File: config.mk
export PLATFORM = sky130hd
export DESIGN_NAME = cpuex_exec
export DESIGN_NICKNAME = d
export VERILOG_FILES = /design/src/hdl/cpuex_pkg.sv /design/src/hdl/cpuex_exec.sv
export SDC_FILE = /design/constraint.sdc
export NUM_CORES = 1
export LEC_CHECK = 0
export ABC_AREA = 1
export BUFFER_PORTS_ARGS = -buffer_cell sky130_fd_sc_hd__buf_2
export CORE_UTILIZATION = 31
export DETAILED_ROUTE_END_ITERATION = 8
export GPL_TIMING_DRIVEN = 1
export PLACE_DENSITY = 0.48
export SLEW_MARGIN = 40
export SYNTH_ARGS = -nofsm -noshare
export SYNTH_HDL_FRONTEND = slang
export SYNTH_SLANG_ARGS = --single-unit
File: constraint.sdc
create_clock -name core_clk_i -period 7.7 [get_ports core_clk_i]
set_clock_uncertainty 0.1 [all_clocks]
set_input_delay 1.54 -clock core_clk_i [delete_from_list [all_inputs] [get_ports core_clk_i]]
set_output_delay 1.54 -clock core_clk_i [all_outputs]
set_load 0.02 [all_outputs]
File: src/hdl/cpuex_pkg.sv
// Constants and op codes for the execution subset
package cpuex_pkg;

  // Data widths
  localparam int WORD_W  = 16;
  localparam int ACC_W   = 40;
  localparam int MULX_W  = 2 * WORD_W + 2;
  localparam int EXT_W   = 24;
  localparam int EXT_Z_W = 8;
  localparam int FIVE_BIT_LITERAL_W  = 5;
  localparam int REPEAT_COUNT_LITERAL_W = 15;
  localparam int BYTE_W  = 8;
  localparam int NIB_W   = 4;
  localparam int REP_W   = 16;
  localparam int CNT_W   = 3;
  localparam int FLG_W   = 5;

  // Status flag positions
  localparam int FLG_C  = 0;
  localparam int FLG_DC = 1;
  localparam int FLG_N  = 2;
  localparam int FLG_OV = 3;
  localparam int FLG_Z  = 4;

  // Flag write masks
  localparam logic [FLG_W-1:0] WE_NONE = 5'h00;
  localparam logic [FLG_W-1:0] WE_ALL  = 5'h1f;
  localparam logic [FLG_W-1:0] WE_CNZ  = 5'h15;
  localparam logic [FLG_W-1:0] WE_NZ   = 5'h14;

  // Cycle counts
  localparam logic [CNT_W-1:0] CYC_ONE   = 3'h1;
  localparam logic [CNT_W-1:0] CYC_TWO   = 3'h2;
  localparam logic [CNT_W-1:0] CYC_THREE = 3'h3;
  localparam logic [CNT_W-1:0] CYC_RET   = 3'h6;
  localparam logic [CNT_W-1:0] CYC_RET_S = 3'h5;

  // Fixed values
  localparam logic [WORD_W-1:0] SIGN_ONLY = 16'h8000;
  localparam logic [REP_W-1:0]  REP_ONE   = 16'h0001;

  // Operation classes handed in by the decoder
  typedef enum logic [4:0] {
    OP_PLAIN, OP_EXT_WORD, OP_TWO_WORD, OP_SKIP, OP_MOVE_DBL,
    OP_PRODUCT_TO_PAIR, OP_PRODUCT_TO_ACC, OP_PRODUCT_LOW_WORD,
    OP_TWOS_COMPLEMENT_INVERT, OP_STACK_LOAD_DBL, OP_STACK_STORE_DBL,
    OP_REPEAT, OP_RETURN_FROM_INTERRUPT, OP_RETURN_WITH_LITERAL,
    OP_RETURN_PLAIN, OP_ROTATE_LEFT_THRU_CARRY, OP_ROTATE_LEFT_PLAIN,
    OP_ROTATE_RIGHT_THRU_CARRY, OP_ROTATE_RIGHT_PLAIN, OP_SIGN_WIDEN,
    OP_POWER_SAVE
  } cpuex_op_e;

endpackage

File: src/hdl/cpuex_exec.sv
// Execution unit for the multiply, negate, rotate, stack, repeat and return subset
// Operation
// - Two-word instructions form one 48-bit unit; second word top 8 bits zero.
// - A second word executed on its own does nothing.
// - Every two-word instruction takes exactly two cycles.
// - Single-word ops take one cycle, plus one on test, jump, table or register read.
// - Taken skip costs two cycles, or three over a two-word instruction.
// - Double-width moves always take two cycles.
// - Reading or modifying peripheral registers costs one extra cycle.
// - Pair multiply writes full product, high word to destination plus one, one cycle.
// - Multiply may write product into an accumulator in one cycle, flags untouched.
// - Low-word multiply writes only the low word, one cycle, flags untouched.
// - Negate writes inverse plus one and updates C, DC, N, OV and Z.
// - Double stack load and store move a register pair in two cycles, no flags.
// - Repeat runs the next instruction count plus one times; itself one cycle.
// - The three returns take six cycles, or five in the short case.
// - Rotate left through carry: old carry into bit zero, top bit to carry.
// - Plain rotate left: top bit into bit zero, carry untouched, N and Z only.
// - Rotate right through carry: old carry into top, bit zero to carry.
// - Plain rotate right: bit zero into top, carry untouched, N and Z only.
// - Sign widen writes the extended byte in one cycle, updating C, N and Z.
// - Power save picks sleep or idle by one bit, one cycle, touches status.
// - An accumulator operand selects exactly one of A or B.
`timescale 1ns/1ps

module cpuex_exec
  import cpuex_pkg::*;
#(
  parameter logic HAS_ACC = 1'b1
) (
  // Clock and reset
  input  wire logic              core_clk_i,
  input  wire logic              rst_n_i,
  // Issue from the decoder
  input  wire logic              issue_i,
  input  wire cpuex_op_e         op_i,
  input  wire logic [EXT_W-1:0]  ext_word_i,
  input  wire logic              cond_true_i,
  input  wire logic              pc_change_i,
  input  wire logic              psv_read_i,
  input  wire logic              sfr_read_i,
  input  wire logic              skip_taken_i,
  input  wire logic              skip_two_i,
  input  wire logic              ret_short_i,
  // Operands
  input  wire logic [WORD_W-1:0] base_operand_reg_i,
  input  wire logic [WORD_W-1:0] source_operand_reg_i,
  input  wire logic              base_signed_i,
  input  wire logic              src_signed_i,
  input  wire logic              use_lit_i,
  input  wire logic [FIVE_BIT_LITERAL_W-1:0] five_bit_literal_i,
  input  wire logic [REPEAT_COUNT_LITERAL_W-1:0] repeat_count_literal_i,
  input  wire logic              rep_from_reg_i,
  input  wire logic              lit1_i,
  input  wire logic              acc_sel_i,
  input  wire logic              dst_default_i,
  input  wire logic              carry_i,
  // Sequencing
  output logic                   busy_o,
  output logic                   done_o,
  output logic                   rep_active_o,
  output logic [REP_W-1:0]       rep_left_o,
  // Results
  output logic [WORD_W-1:0]      res_lo_o,
  output logic [WORD_W-1:0]      res_hi_o,
  output logic                   wr_lo_o,
  output logic                   wr_hi_o,
  output logic                   wr_default_o,
  output logic                   stack_we_o,
  output logic [FLG_W-1:0]       flags_o,
  output logic [FLG_W-1:0]       flag_we_o,
  output logic                   ext_err_o,
  output logic [WORD_W-1:0]      ext_payload_o,
  // Accumulator write
  output logic                   acc_wr_o,
  output logic                   acc_sel_o,
  output logic [ACC_W-1:0]       acc_val_o,
  // Power control
  output logic                   sleep_req_o,
  output logic                   idle_req_o,
  output logic                   pwr_stat_we_o
);

  // Operation class decode
  wire is_ext   = (op_i == OP_EXT_WORD);
  wire is_two   = (op_i == OP_TWO_WORD);
  wire is_skip  = (op_i == OP_SKIP);
  wire is_mov   = (op_i == OP_MOVE_DBL);
  wire is_pair  = (op_i == OP_PRODUCT_TO_PAIR);
  wire is_acc   = (op_i == OP_PRODUCT_TO_ACC);
  wire is_low   = (op_i == OP_PRODUCT_LOW_WORD);
  wire is_neg   = (op_i == OP_TWOS_COMPLEMENT_INVERT);
  wire is_pop   = (op_i == OP_STACK_LOAD_DBL);
  wire is_push  = (op_i == OP_STACK_STORE_DBL);
  wire is_rep   = (op_i == OP_REPEAT);
  wire is_rlit  = (op_i == OP_RETURN_WITH_LITERAL);
  wire is_ret   = is_rlit | (op_i == OP_RETURN_FROM_INTERRUPT) | (op_i == OP_RETURN_PLAIN);
  wire is_rlc   = (op_i == OP_ROTATE_LEFT_THRU_CARRY);
  wire is_rln   = (op_i == OP_ROTATE_LEFT_PLAIN);
  wire is_rrc   = (op_i == OP_ROTATE_RIGHT_THRU_CARRY);
  wire is_rrn   = (op_i == OP_ROTATE_RIGHT_PLAIN);
  wire is_sw    = (op_i == OP_SIGN_WIDEN);
  wire is_pwr   = (op_i == OP_POWER_SAVE);
  wire is_alu   = is_neg | is_rlc | is_rln | is_rrc | is_rrn | is_sw;
  wire is_dbl   = is_mov | is_pop | is_push;
  wire is_mul   = is_pair | is_low | is_acc;

  // Requests during a multi-cycle instruction are ignored by this unit while it is busy
  logic busy_r;
  wire  go = issue_i & ~busy_r;

  // Multiplier operands; a literal is always unsigned
  wire [WORD_W-1:0] s_opd = use_lit_i ?
                            {{(WORD_W-FIVE_BIT_LITERAL_W){1'b0}}, five_bit_literal_i} : source_operand_reg_i;
  wire a_sgn = base_signed_i & base_operand_reg_i[WORD_W-1];
  wire s_sgn = src_signed_i & ~use_lit_i & s_opd[WORD_W-1];
  wire signed [WORD_W:0]   a_x  = {a_sgn, base_operand_reg_i};
  wire signed [WORD_W:0]   s_x  = {s_sgn, s_opd};
  wire signed [MULX_W-1:0] prod = a_x * s_x;
  wire [2*WORD_W-1:0]      prod_w = prod[2*WORD_W-1:0];
  wire [ACC_W-1:0]         prod_acc = {{(ACC_W-MULX_W){prod[MULX_W-1]}}, prod};

  // Single-operand arithmetic on the source word
  wire [WORD_W-1:0] x = source_operand_reg_i;
  wire [WORD_W-1:0] neg_res = WORD_W'(~x + REP_ONE);
  wire [WORD_W-1:0] rlc_res = {x[WORD_W-2:0], carry_i};
  wire [WORD_W-1:0] rln_res = {x[WORD_W-2:0], x[WORD_W-1]};
  wire [WORD_W-1:0] rrc_res = {carry_i, x[WORD_W-1:1]};
  wire [WORD_W-1:0] rrn_res = {x[0], x[WORD_W-1:1]};
  wire [WORD_W-1:0] sw_res  = {{(WORD_W-BYTE_W){x[BYTE_W-1]}}, x[BYTE_W-1:0]};

  // Result select for the arithmetic ops
  wire [WORD_W-1:0] alu_res = is_neg ? neg_res :
                              is_rlc ? rlc_res :
                              is_rln ? rln_res :
                              is_rrc ? rrc_res :
                              is_rrn ? rrn_res :
                              sw_res;

  // Carry out of each op; plain rotates keep the incoming carry
  wire alu_c = is_neg ? (x == '0) :
               is_rlc ? x[WORD_W-1] :
               is_rrc ? x[0] :
               is_sw  ? ~x[BYTE_W-1] : carry_i;
  wire alu_dc = (x[NIB_W-1:0] == '0);
  wire alu_ov = (x == SIGN_ONLY);
  wire [FLG_W-1:0] alu_flg = {(alu_res == '0), alu_ov, alu_res[WORD_W-1], alu_dc, alu_c};
  wire [FLG_W-1:0] alu_we  = is_neg ? WE_ALL :
                             (is_rln | is_rrn) ? WE_NZ :
                             is_alu ? WE_CNZ : WE_NONE;

  // Cycle count per instruction
  wire extra = cond_true_i | pc_change_i | psv_read_i | sfr_read_i;
  wire [CNT_W-1:0] cyc_plain = extra ? CYC_TWO : CYC_ONE;
  wire [CNT_W-1:0] cyc_skip  = ~skip_taken_i ? CYC_ONE :
                               skip_two_i ? CYC_THREE : CYC_TWO;
  wire [CNT_W-1:0] cyc_ret   = ret_short_i ? CYC_RET_S : CYC_RET;
  wire [CNT_W-1:0] cyc_need  = is_ret ? cyc_ret :
                               is_skip ? cyc_skip :
                               (is_two | is_dbl) ? CYC_TWO :
                               (is_alu | (op_i == OP_PLAIN)) ? cyc_plain :
                               CYC_ONE;

  // Second word of a two-word unit must carry zeros in its top byte
  wire ext_ok = (ext_word_i[EXT_W-1:EXT_W-EXT_Z_W] == '0);

  // Next values of the result registers
  wire              wr_lo_nxt  = go & (is_pair | is_low | is_alu | is_pop | is_mov | is_rlit);
  wire              wr_hi_nxt  = go & (is_pair | is_pop | is_mov);
  wire              wr_def_nxt = go & is_alu & dst_default_i;
  wire              stk_we_nxt = go & is_push;
  wire              acc_wr_nxt = go & is_acc & HAS_ACC;
  wire [FLG_W-1:0]  fwe_nxt    = go ? alu_we : WE_NONE;
  wire              ext_err_nxt = go & is_two & ~ext_ok;
  wire [WORD_W-1:0] res_lo_nxt = is_mul ? prod_w[WORD_W-1:0] :
                                 is_alu ? alu_res :
                                 is_rlit ? source_operand_reg_i :
                                 base_operand_reg_i;
  wire [WORD_W-1:0] res_hi_nxt = is_mul ? prod_w[2*WORD_W-1:WORD_W] : source_operand_reg_i;

  // Instruction cycle counter
  logic [CNT_W-1:0] cnt_r;
  logic             done_r;
  always_ff @(posedge core_clk_i) begin
    if (!rst_n_i) begin
      cnt_r  <= '0;
      busy_r <= 1'b0;
      done_r <= 1'b0;
    end else if (go) begin
      cnt_r  <= cyc_need - CYC_ONE;
      busy_r <= (cyc_need != CYC_ONE);
      done_r <= (cyc_need == CYC_ONE);
    end else if (busy_r) begin
      cnt_r  <= cnt_r - CYC_ONE;                // Extra cycles run as empty slots
      busy_r <= (cnt_r != CYC_ONE);
      done_r <= (cnt_r == CYC_ONE);
    end else begin
      done_r <= 1'b0;
    end
  end

  // Repeat: count plus one executions of the following instruction
  logic [REP_W-1:0] rep_left_r;
  logic             rep_run_r;
  wire  [REP_W-1:0] rep_val = rep_from_reg_i ? source_operand_reg_i :
                              {1'b0, repeat_count_literal_i};
  always_ff @(posedge core_clk_i) begin
    if (!rst_n_i) begin
      rep_left_r <= '0;
      rep_run_r  <= 1'b0;
    end else if (go & is_rep) begin
      rep_left_r <= rep_val;
      rep_run_r  <= 1'b1;
    end else if (go & rep_run_r) begin
      rep_run_r  <= (rep_left_r != '0);         // Last pass ends the run
      rep_left_r <= (rep_left_r != '0) ? rep_left_r - REP_ONE : rep_left_r;
    end
  end

  // Write strobes are single-cycle pulses after the issue edge
  logic wr_lo_r, wr_hi_r, wr_def_r, stk_we_r, acc_wr_r, ext_err_r;
  logic [FLG_W-1:0] fwe_r;
  always_ff @(posedge core_clk_i) begin
    if (!rst_n_i) begin
      wr_lo_r   <= 1'b0;
      wr_hi_r   <= 1'b0;
      wr_def_r  <= 1'b0;
      stk_we_r  <= 1'b0;
      acc_wr_r  <= 1'b0;
      ext_err_r <= 1'b0;
      fwe_r     <= WE_NONE;
    end else begin
      wr_lo_r   <= wr_lo_nxt & ~(is_two & ~ext_ok);
      wr_hi_r   <= wr_hi_nxt;
      wr_def_r  <= wr_def_nxt;
      stk_we_r  <= stk_we_nxt;
      acc_wr_r  <= acc_wr_nxt;
      ext_err_r <= ext_err_nxt;
      fwe_r     <= fwe_nxt;
    end
  end

  // Data registers hold their value until the next issue
  logic [WORD_W-1:0] res_lo_r, res_hi_r, ext_pl_r;
  logic [ACC_W-1:0]  acc_val_r;
  logic [FLG_W-1:0]  flags_r;
  logic              acc_sel_r;
  always_ff @(posedge core_clk_i) begin
    if (!rst_n_i) begin
      res_lo_r  <= '0;
      res_hi_r  <= '0;
      ext_pl_r  <= '0;
      acc_val_r <= '0;
      flags_r   <= '0;
      acc_sel_r <= 1'b0;
    end else if (go) begin
      res_lo_r  <= res_lo_nxt;
      res_hi_r  <= res_hi_nxt;
      ext_pl_r  <= ext_word_i[WORD_W-1:0];
      acc_val_r <= prod_acc;
      flags_r   <= alu_flg;
      acc_sel_r <= acc_sel_i;
    end
  end

  // Power save requests; zero literal means sleep
  logic slp_r, idl_r, pst_r;
  always_ff @(posedge core_clk_i) begin
    if (!rst_n_i) begin
      slp_r <= 1'b0;
      idl_r <= 1'b0;
      pst_r <= 1'b0;
    end else begin
      slp_r <= go & is_pwr & ~lit1_i;
      idl_r <= go & is_pwr & lit1_i;
      pst_r <= go & is_pwr;
    end
  end

  // Outputs straight from flops
  assign busy_o        = busy_r;
  assign done_o        = done_r;
  assign rep_active_o  = rep_run_r;
  assign rep_left_o    = rep_left_r;
  assign res_lo_o      = res_lo_r;
  assign res_hi_o      = res_hi_r;
  assign wr_lo_o       = wr_lo_r;
  assign wr_hi_o       = wr_hi_r;
  assign wr_default_o  = wr_def_r;
  assign stack_we_o    = stk_we_r;
  assign flags_o       = flags_r;
  assign flag_we_o     = fwe_r;
  assign ext_err_o     = ext_err_r;
  assign ext_payload_o = ext_pl_r;
  assign acc_wr_o      = acc_wr_r;
  assign acc_sel_o     = acc_sel_r;
  assign acc_val_o     = acc_val_r;
  assign sleep_req_o   = slp_r;
  assign idle_req_o    = idl_r;
  assign pwr_stat_we_o = pst_r;
endmodule

==> metrics.md, run 1 <==
| Metric | Value |
|---|---|
| Type of the setup path with the least slack | in -> reg |
| Via count of the first global-routing pass | ~18000 |
| Placer congestion estimate | roughly 0.95 |
| Final worst path period need | approximately 7400 ps |
| Setup repair after global routing missed its margin | false |
| Drt wl/cell | between 20 and 25 um |
| Fraction of synthesized cell area taken by the top area cell type | 0.3304 |
| Max stage delay cell, worst path | fa_1 |
| CP Cell Sequence | buf_2, buf_4, nor2_2, buf_4, inv_1, nor2_2, buf_4, nand2_1, fa_1, fa_1, inv_1, fa_1, fa_1, fa_1, fa_1, ha_1, a21oi_1, o21ai_0, a21oi_1, nand2_1, a21oi_1, xnor2_2, nand2_1, a21oi_1 |
| CP startpoint | use_lit_i |
| Die ar. | 58810 um2 |
| Depth of the worst register-to-register path | 8 |
| Gate count of the mapped netlist | between 2000 and 2500 |
| Peak VDD IR | 0.3767 mV |
| Core area | around 57000 um2 |
| Post-CTS setup repair buffer count | 0 |
| Top library cells by usage in the layout, fill and taps aside | inv_1, nand2_1, nor2_1 |
| Ys flop type | dfxtp_1 |
| Final Instance Area | 21800 um2 |
| Clk pwr share | 0.087 |
| Number of warnings reported in the yosys synthesis log | 0 |
| Number of max-cap violations | 0 |
| Lkg Pwr | 0.01126 uW |
| Smallest hold slack | 366.7 ps |
| Required time of the worst setup path | slightly below 8000 ps |
| Deepest clock path buffer count | 2 |
| Fin crit share | 0.9575 |
| Number of clock buffers inserted by TritonCTS | 17 |
| Worst-Margin Slew | around 760 ps |
| Sequential fraction of the synthesis area | 0.1362 |
| Vias/cell | between 4 and 5 |
| Sort of element at the start of the critical path | input port |
| # nets final | 3263 |
| Largest stage delay, worst path | slightly above 500 ps |
| Total routing usage reported by global routing | 0.2469 |
| Clock-pin slew of the registers on the worst-case setup and hold paths | around 60 ps |
| Switching share of power | 0.5170 |
| Total Routed Length | between 70000 and 80000 um |
| Largest net degree at the start of global routing | 86 |
| Effective utilization at floorplan | 0.3156 |
| Total congestion overflow | 0 |
| Areal power density over the cells | 462.1 nW/um2 |
| Clock insertion delay at the later pin of the skew report | about 430 ps |
| Vias | around 17000 |
| Ports | between 200 and 250 |
| Number of failing hold endpoints at the final stage | 0 |
| Count of unique library cells instantiated by Yosys | between 40 and 50 |
| Post-placement setup slack | -471.6 ps |
| Internal portion of total power | between 4000 and 5000 uW |
| Worst reg-to-reg setup slack | ~4700 ps |
| Synthesis-to-finish area growth | 21.55% |
| Mux share of post-synthesis cell area | 0 |
| DRC marker count from the first detailed-route iteration | about 1200 |
| Count of final setup violators | 0 |
| Min-delay worst type | reg -> reg |
| Number of standard cells in the final layout excluding fillers | between 3000 and 4000 |
| Nets in the synthesized netlist | between 2000 and 3000 |
| Fraction of final layout cells with drive strength greater than 1 | 0.1857 |
| Logic gate share of total power | 0.832 |
| Worst relative slew slack | 0.4955 |
| IO Port Bufs | roughly 230 |
| Num Clock Sinks | ~120 |
| Data arrival, critical path | 7620 ps |
| Compound-gate portion of the synthesized area | 0.1065 |
| Reg-to-reg critical path startpoint | busy_o |
| Cell area after technology mapping | 17930 um2 |
| Number of levels the H-tree was split into | 4 |
| CTS tree | built |
| Adder-cell share of the synthesized area | 0.3939 |
| DRT antenna net count | 0 |
| Area leader, netlist | fa_1 |
| Share of the synthesized netlist area taken by xor and xnor gates | 0.01807 |
| Number of detailed-routing iterations run before antenna repair | 6 |
| Average size of a mapped cell | 7.386 um2 |
| Initial antenna violation count | 2 |
| Instance count along the most critical hold path | 2 |
| Sum of net half-perimeters after detailed placement | about 60000 um |
| Buffer cell driving the clock tree root | clkbuf_16 |
| Capturing element of the worst setup path | res_hi_o[5] |
| Die boundary width | between 200 and 250 um |
| Number of synthesized flops with an enable pin | 0 |
| Sequential power share | 0.081 |
| Total placed instance area | between 20000 and 25000 um2 |
| Setup total negative slack | 0 ps |
| Outcome | complete, no violations |
| Crit Reg-Reg Endpoint | rep_left_o[10] |
| Share of async-settable or async-resettable flops after synthesis | 0 |
| DP Cell Count | 3514 |
| Worst-path maximum fanout | 6 |
| Most common cell after layout, fill and taps aside | inv_1 |
| Top achievable clock speed | between 100 and 150 MHz |
| Family with the most delay on the worst path | adder cells |
| Most common cell on crit path | fa_1 |
| Register bit total from synthesis | between 100 and 150 |
| Largest family of logic cells by synthesized area | adder cells |
| Top post-synthesis cells by area | fa_1, dfxtp_1, inv_1 |
| Critical Path Stages | 24 |
| Rows | just under 90 |
| Final critical-path setup slack | approximately 330 ps |
| Max Transition Viols Final | 0 |
| Reported net switching power | 5207 uW |
| DRC viols | 0 |
| Overall die height | about 240 um |
| Critical Path End Type | flop |
| Area share of and/or/nand/nor cells after synthesis | 0.2155 |
| Total buffers and inverters traversed by the critical path | 6 |
| Hold Buf Count CTS | 0 |
| First-pass GRT wire length | 109000 um |
-- cell usage after synthesis, types with 2 or more instances --
master and number:
o211ai_1 44, nand2_4 3, clkinv_1 8, nand3_1 78, a31oi_1 14, ha_1 91, nand2_1 431, a21o_1 3
or2_2 9, nor2_1 366, a21boi_0 4, nor2_4 3, buf_4 10, o21a_1 3, nor4_1 7, xnor2_1 15
nand2_2 6, o21bai_1 5, nand4_1 14, a21oi_1 114, clkbuf_1 70, o221ai_1 3, xor2_1 22, o21ai_0 132
o21ai_1 6, fa_1 296, buf_1 7, inv_1 482, o2111ai_1 2, dfxtp_1 122, nand3_2 5, nor2_2 11
inv_2 8, nor3_1 10, buf_2 7, buf_6 4
-- what timing repair did --
action / in CTS / in global routing
resized for setup: 2 / 9
pin swaps: 0 / 0
endpoints found under the setup margin: 1 / 8
-- per-layer routing --
metal  vias up  track usage  wire length, um
met5         -            0               13
met4         2      0.08116             2419
met3       107      0.03246             3703
met2       539       0.4250            34680
met1      8577       0.3177            30760
li1       8083            -                -
-- sequential cells by signal, indices dropped and copies added (netlist names), 3 cells and up --
register and cells:
ext_payload_o 16, res_hi_o 16, flag_we_o 3, acc_val_o 34
res_lo_o 16, rep_left_o 16, flags_o 5, cnt_r 3
-- worst min-delay path, delay by kind of cell (launching register included) --
family | cells | cell delay [ps]
DFF | 1 | 310
and+or+nand+nor | 1 | 60
AOI/OAI and AO/OA | 1 | 50
-- worst min path at each step --
stage | end | start
final | acc_val_o[4] | acc_val_o[4]
after floorplan | cnt_r[2] | cnt_r[2]
after global routing | flags_o[3] | flags_o[3]
after CTS | acc_val_o[3] | acc_val_o[3]
after global placement | acc_val_o[4] | acc_val_o[4]
after detailed placement | acc_val_o[3] | acc_val_o[3]
-- cells by family after synthesis --
group / Yosys count
adder cells (fa/ha/maj): 387
flip-flops: 122
XOR/XNOR: 37
buffers and inverters: 597
AND/OR/NAND/NOR: 946
AO/OA/AOI/OAI: 339
-- area by class of cell --
cell class                 instances  area (um2)
multi-input combinational       1709       13210
tap                              756       945.9
sequential                       122        2442
antenna                            1       2.502
fill                            6158       35020
clock buffer                      20       456.7
timing repair buffer             429        2690
clock inverter                    12       185.2
inverter                         498        1869
-- through the flow --
| step | power [uW] | utilization |
|---|---|---|
| finish | 10070 | 0.3836 |
| global route | 11160 | 0.3836 |
| CTS | 10140 | 0.3829 |
| detailed placement | 9192 | 0.3715 |
| global placement | 9210 | 0.3714 |
| floorplan | 5336 | - |
-- power groups by stage --
stage	sequential [uW]	clock, uW	combinational (uW)
2_1_floorplan	940	0	4400
3_3_place_gp	822	0	8390
3_5_place_dp	826	0	8370
4_1_cts	813	896	8430
5_1_grt	824	927	9410
6_report	813	879	8380
Power figures use the tool's default switching activity.
==> run 2, diff against run 1 <==
- CELL_PAD_IN_SITES_DETAIL_PLACEMENT: default -> 1
- CELL_PAD_IN_SITES_GLOBAL_PLACEMENT: default -> 1
- CORE_MARGIN: default -> 3
- PLACE_DENSITY: 0.48 -> 0.62
- REMOVE_ABC_BUFFERS: default -> 1
==> run 2 against run 1 <==
- worst setup slack worse by 45 ps
- first-iteration DRC count down 21%
- count of clock-buffer cells in the layout grew 1
- non-clock buffer count fell by 1
- maximum frequency down 0.61%
- power fell by 0.14%
- clock power fell by 11%
- sequential power about the same
- register-to-register slack better by 230 ps
- utilization decreased by 0.14 points
- highest routed layer is now met4
==> metrics.md, run 2 (same netlist as run 1, synthesis figures left out) <==
| Metric | Value |
|---|---|
| Outcome | complete, no violations |
| Vias/cell | about 5 |
| Number of detailed-routing iterations run before antenna repair | 5 |
| Post-placement setup slack | -453.7 ps |
| Sum of net half-perimeters after detailed placement | about 61000 um |
| Final Instance Area | between 20000 and 25000 um2 |
| Crit Reg-Reg Endpoint | res_hi_o[10] |
| Hold Buf Count CTS | 0 |
| Met1 routed wirelength after detailed routing | roughly 31000 um |
| Effective utilization at floorplan | 0.3156 |
| Total routing usage reported by global routing | 0.2391 |
| Largest net degree at the start of global routing | a little over 80 |
| Num Clock Sinks | ~120 |
| Vias | ~17000 |
| Capturing element of the worst setup path | res_hi_o[6] |
| Total Routed Length | between 70000 and 80000 um |
| Worst-Margin Slew | around 850 ps |
| Min-delay worst type | reg -> reg |
| DRC viols | 0 |
| Number of levels the H-tree was split into | 4 |
| Internal portion of total power | about 4800 uW |
| Critical Path End Type | flop |
| Die boundary width | between 200 and 250 um |
| Worst reg-to-reg setup slack | about 5000 ps |
| Number of clock buffers inserted by TritonCTS | 17 |
| Top library cells by usage in the layout, fill and taps aside | inv_1, nand2_1, nor2_1 |
| Lkg Pwr | 0.01122 uW |
| Switching share of power | 0.5260 |
| Fin crit share | 0.9633 |
| Reported net switching power | approximately 5300 uW |
| Rows | 87 |
| DRC marker count from the first detailed-route iteration | ~930 |
| Most common cell after layout, fill and taps aside | inv_1 |
| Type of the setup path with the least slack | in -> reg |
| Depth of the worst register-to-register path | 8 |
| Final critical-path setup slack | 282.4 ps |
| Final worst path period need | approximately 7400 ps |
| Gates resized, CTS repair | 1 |
| Worst relative slew slack | 0.4330 |
| Total placed instance area | 21120 um2 |
| Buffer cell driving the clock tree root | clkbuf_16 |
| Reg-to-reg critical path startpoint | busy_o |
| Flip-flop count of the largest register after layout | 34 |
| Ports | between 200 and 250 |
| Post-CTS setup repair buffer count | 0 |
| Die ar. | roughly 60000 um2 |
| Wire length on met3 | around 3000 um |
| Placer congestion estimate | 0.8967 |
| Number of failing hold endpoints at the final stage | 0 |
| Core area | 56820 um2 |
| Count of final setup violators | 0 |
| Peak VDD IR | roughly 0.33 mV |
| Data arrival, critical path | approximately 7700 ps |
| Required time of the worst setup path | 7960 ps |
| Clock-pin slew of the registers on the worst-case setup and hold paths | approximately 60 ps |
| Post-layout total power | roughly 10000 uW |
| Setup repair after global routing missed its margin | false |
| Synthesis-to-finish area growth | 21.11% |
| First-pass GRT wire length | between 100000 and 150000 um |
| Overall die height | between 200 and 250 um |
| Clk pwr share | 0.078 |
| # nets final | around 3300 |
| Deepest clock path buffer count | 2 |
| CTS tree | built |
| Number of standard cells in the final layout excluding fillers | around 3500 |
| Fraction of final layout cells with drive strength greater than 1 | 0.1864 |
| Highest routed metal layer | met4 |
| Top achievable clock speed | between 100 and 150 MHz |
| Total congestion overflow | 0 |
| CP startpoint | use_lit_i |
| Max Transition Viols Final | 0 |
| Final core area utilization | 0.3822 |
| Areal power density over the cells | 463.2 nW/um2 |
| IO Port Bufs | 225 |
| DP Cell Count | ~3500 |
| Clock insertion delay at the later pin of the skew report | approximately 430 ps |
| Detailed-routed wire length on met2 | approximately 36000 um |
| Initial antenna violation count | 7 |
| Sort of element at the start of the critical path | input port |
| Logic gate share of total power | 0.841 |
| Worst-path maximum fanout | 14 |
| DRT antenna net count | 0 |
| Via count of the first global-routing pass | 18980 |
| Sequential power share | 0.081 |
| Drt wl/cell | just over 20 um |
| Number of max-cap violations | 0 |
## run 2: critical path, stage by stage
cell and delay [ps]:
buf_2 130, buf_12 150, nor2_1 310, inv_2 190
nor2_1 200, fa_1 440, inv_1 80, fa_1 430
fa_1 520, inv_1 50, fa_1 550, fa_1 510
inv_1 50, fa_1 470, inv_1 40, ha_1 350
inv_1 50, o21ai_0 380, nor2_1 140, a21boi_0 180
buf_4 180, or2_2 280, nand3_1 70, nand2_1 50
nand2_1 100, nand2_1 70, a21oi_1 140
## run 2: through the flow
stage / hold slack, ps / setup TNS, ps
finish: 360.4 / 0
global route: 384.9 / 0
CTS: 363.8 / 0
detailed placement: 354.8 / -9810
global placement: 350.4 / -7385
floorplan: 414.0 / 0
## run 2: how the worst min path moves through the flow
stage	slack [ps]	start	cells past startpoint	end
2_1_floorplan	410	cnt_r[2]	3	cnt_r[2]
3_3_place_gp	350	acc_val_o[1]	2	acc_val_o[1]
6_report	360	acc_val_o[2]	2	acc_val_o[2]
4_1_cts	360	acc_val_o[2]	2	acc_val_o[2]
5_1_grt	380	acc_val_o[1]	2	acc_val_o[1]
3_5_place_dp	350	acc_val_o[2]	2	acc_val_o[2]
## run 2: metal layers
layer,up-vias,GRT usage
met3,102,0.02645
met4,0,0.07027
met5,-,0
met2,407,0.4225
met1,8711,0.3068
li1,8087,-
## run 2: cell type report
cell class,instances,area [um2]
fill,7175,35100
multi-input combinational,1709,13200
timing repair buffer,428,2695
sequential,122,2442
inverter,498,1869
tap,756,945.9
clock buffer,21,460.4
clock inverter,11,97.59
antenna,3,7.507
## run 2: power groups by stage
| stage | Clock, uW | Sequential, uW | Combinational, uW |
|---|---|---|---|
| 5_1_grt | 830 | 825 | 9480 |
| 3_5_place_dp | 0 | 828 | 8450 |
| 2_1_floorplan | 0 | 959 | 4330 |
| 4_1_cts | 802 | 816 | 8510 |
| 6_report | 783 | 814 | 8460 |
| 3_3_place_gp | 0 | 826 | 8350 |
==> run 3, diff against run 2 <==
- RECOVER_POWER: default -> 25
==> run 3 against run 2 <==
- sequential share of layout area is essentially flat
- final cell count is the same
- wire length grew 0.11%
- critical path depth grew 1
- hold slack gained 2.8 ps
- non-clock buffer count is the same
- first-iteration DRC count grew 9.0%
- global-route usage is the same
- die area is the same
- via count grew 0.27%
- combinational power is essentially flat
- clock power is essentially flat
- critical path type unchanged
- critical endpoint is now res_hi_o[5]
- largest cell class unchanged
- highest routed layer unchanged
==> metrics.md, run 3 (same netlist as run 1, synthesis figures left out) <==
| Metric | Value |
|---|---|
| Post-layout total power | between 10000 and 15000 uW |
| Vias/cell | ~5 |
| Synthesis-to-finish area growth | 20.66% |
| Number of max-cap violations | 0 |
| Sum of net half-perimeters after detailed placement | around 60000 um |
| Required time of the worst setup path | 7960 ps |
| Number of clock buffers inserted by TritonCTS | 17 |
| First-pass GRT wire length | roughly 110000 um |
| Final Instance Area | ~22000 um2 |
| Fin crit share | 0.9634 |
| Family with the most delay on the worst path | adder cells |
| Clock-pin slew of the registers on the worst-case setup and hold paths | ~60 ps |
| Worst-Margin Slew | roughly 820 ps |
| Buffer cell driving the clock tree root | clkbuf_16 |
| Number of detailed-routing iterations run before antenna repair | 5 |
| Effective utilization at floorplan | 0.3156 |
| Vias | about 17000 |
| Largest stage delay, worst path | slightly below 600 ps |
| Number of failing hold endpoints at the final stage | 0 |
| Num Clock Sinks | roughly 120 |
| DRC marker count from the first detailed-route iteration | 1017 |
| Core area | roughly 57000 um2 |
| Sort of element at the start of the critical path | input port |
| DRT antenna net count | 0 |
| Top achievable clock speed | 134.8 MHz |
| Max stage delay cell, worst path | fa_1 |
| Fraction of final layout cells with drive strength greater than 1 | 0.1653 |
| Final core area utilization | 0.3808 |
| Type of the setup path with the least slack | in -> reg |
| IO Port Bufs | between 200 and 250 |
| Areal power density over the cells | between 400 and 500 nW/um2 |
| Die ar. | between 60000 and 70000 um2 |
| Setup repair after global routing missed its margin | false |
| Worst-path maximum fanout | 5 |
| Most common cell on crit path | fa_1 |
| Total congestion overflow | 0 |
| Total Routed Length | roughly 71000 um |
| Initial antenna violation count | 7 |
| Drt wl/cell | ~20 um |
| Via count of the first global-routing pass | approximately 19000 |
| Rows | 87 |
| Most common cell after layout, fill and taps aside | inv_1 |
| Worst relative slew slack | 0.4525 |
| Total routing usage reported by global routing | 0.2391 |
| Post-CTS setup repair buffer count | 0 |
| Number of levels the H-tree was split into | 4 |
| Total buffers and inverters traversed by the critical path | 9 |
| Ports | between 200 and 250 |
| Total placed instance area | between 20000 and 25000 um2 |
| Min-delay worst type | reg -> reg |
| Die boundary width | ~250 um |
| Data arrival, critical path | around 7700 ps |
| # nets final | ~3300 |
| Clock insertion delay at the later pin of the skew report | between 400 and 500 ps |
| Max Transition Viols Final | 0 |
| Hold Buf Count CTS | 0 |
| Final worst path period need | 7418 ps |
| Lkg Pwr | around 0.011 uW |
| Placer congestion estimate | ~0.90 |
| Deepest clock path buffer count | 2 |
| Top library cells by usage in the layout, fill and taps aside | inv_1, nand2_1, nor2_1 |
| Overall die height | around 250 um |
| Flip-flop count of the largest register after layout | 34 |
| Count of final setup violators | 0 |
| Largest net degree at the start of global routing | around 80 |
| Peak VDD IR | between 0.3 and 0.4 mV |
| CTS tree | built |
| Critical Path End Type | flop |
| Outcome | complete, no violations |
| DRC viols | 0 |
[run 3: changes by cell type in the layout (fill, tap and decap cells not counted)]
cell | previous run | this run
nor2_4 | 4 | 3
clkbuf_1 | 2 | 60
buf_2 | 225 | 167
nor2_1 | 362 | 363
[run 3: layer usage]
metal  vias to the layer above  global-route usage  routed length (um)
li1                       8083                   -                   -
met1                      8766              0.3068               30630
met2                       404              0.4225               35720
met3                       100             0.02645                3016
met4                         0             0.07027                2089
met5                         -                   0                   0
[run 3: power by group]
part	switching [uW]	leakage (uW)	internal, uW	total, uW
clock network	325	0.000265	459	784
registers	69.4	0.00100	746	815
logic	4890	0.00972	3550	8440
total	5290	0.0110	4750	10000
[run 3: worst min-delay path: cells and delay by family, from the launching register on]
family / cells / cell delay [ps]
flops: 1 / 310
compound gates: 1 / 50
simple gates: 1 / 60
[run 3: path summary, 6_finish.rpt]
check / slack [ps] / from / to / cells after the start
max: 280 / use_lit_i / res_hi_o[5] / 28
min: 360 / acc_val_o[2] / acc_val_o[2] / 2
max reg2reg: 4680 / busy_o / flag_we_o[0] / 6
min reg2reg: 360 / acc_val_o[2] / acc_val_o[2] / 2
[run 3: metrics by stage]
| stage | setup WS, ps | cells | hold WS [ps] | TNS (ps) |
|---|---|---|---|---|
| 2_1_floorplan | 343.9 | 2329 | 414.0 | 0 |
| 3_3_place_gp | -365.4 | 3513 | 350.4 | -7385 |
| 3_5_place_dp | -453.7 | 3513 | 354.8 | -9810 |
| 4_1_cts | 17.00 | 3545 | 363.8 | 0 |
| 5_1_grt | 0.5347 | 3548 | 386.2 | 0 |
| 6_report | 281.8 | 3548 | 363.3 | 0 |
[run 3: timing repair]
item / 4_1_cts / 5_1_grt
setup endpoints to repair: 1 / 34
hold endpoints to repair: 0 / 0
resized for setup: 1 / 16
[run 3: layout make-up]
cell class | instances | area (um2)
fillers | 7193 | 35190
multi-input cells | 1709 | 13190
repair buffers | 428 | 2623
flip-flops and latches | 122 | 2442
inverters | 498 | 1869
well taps | 756 | 945.9
clock buffers | 21 | 460.4
clock inverters | 11 | 97.59
diodes | 3 | 7.507
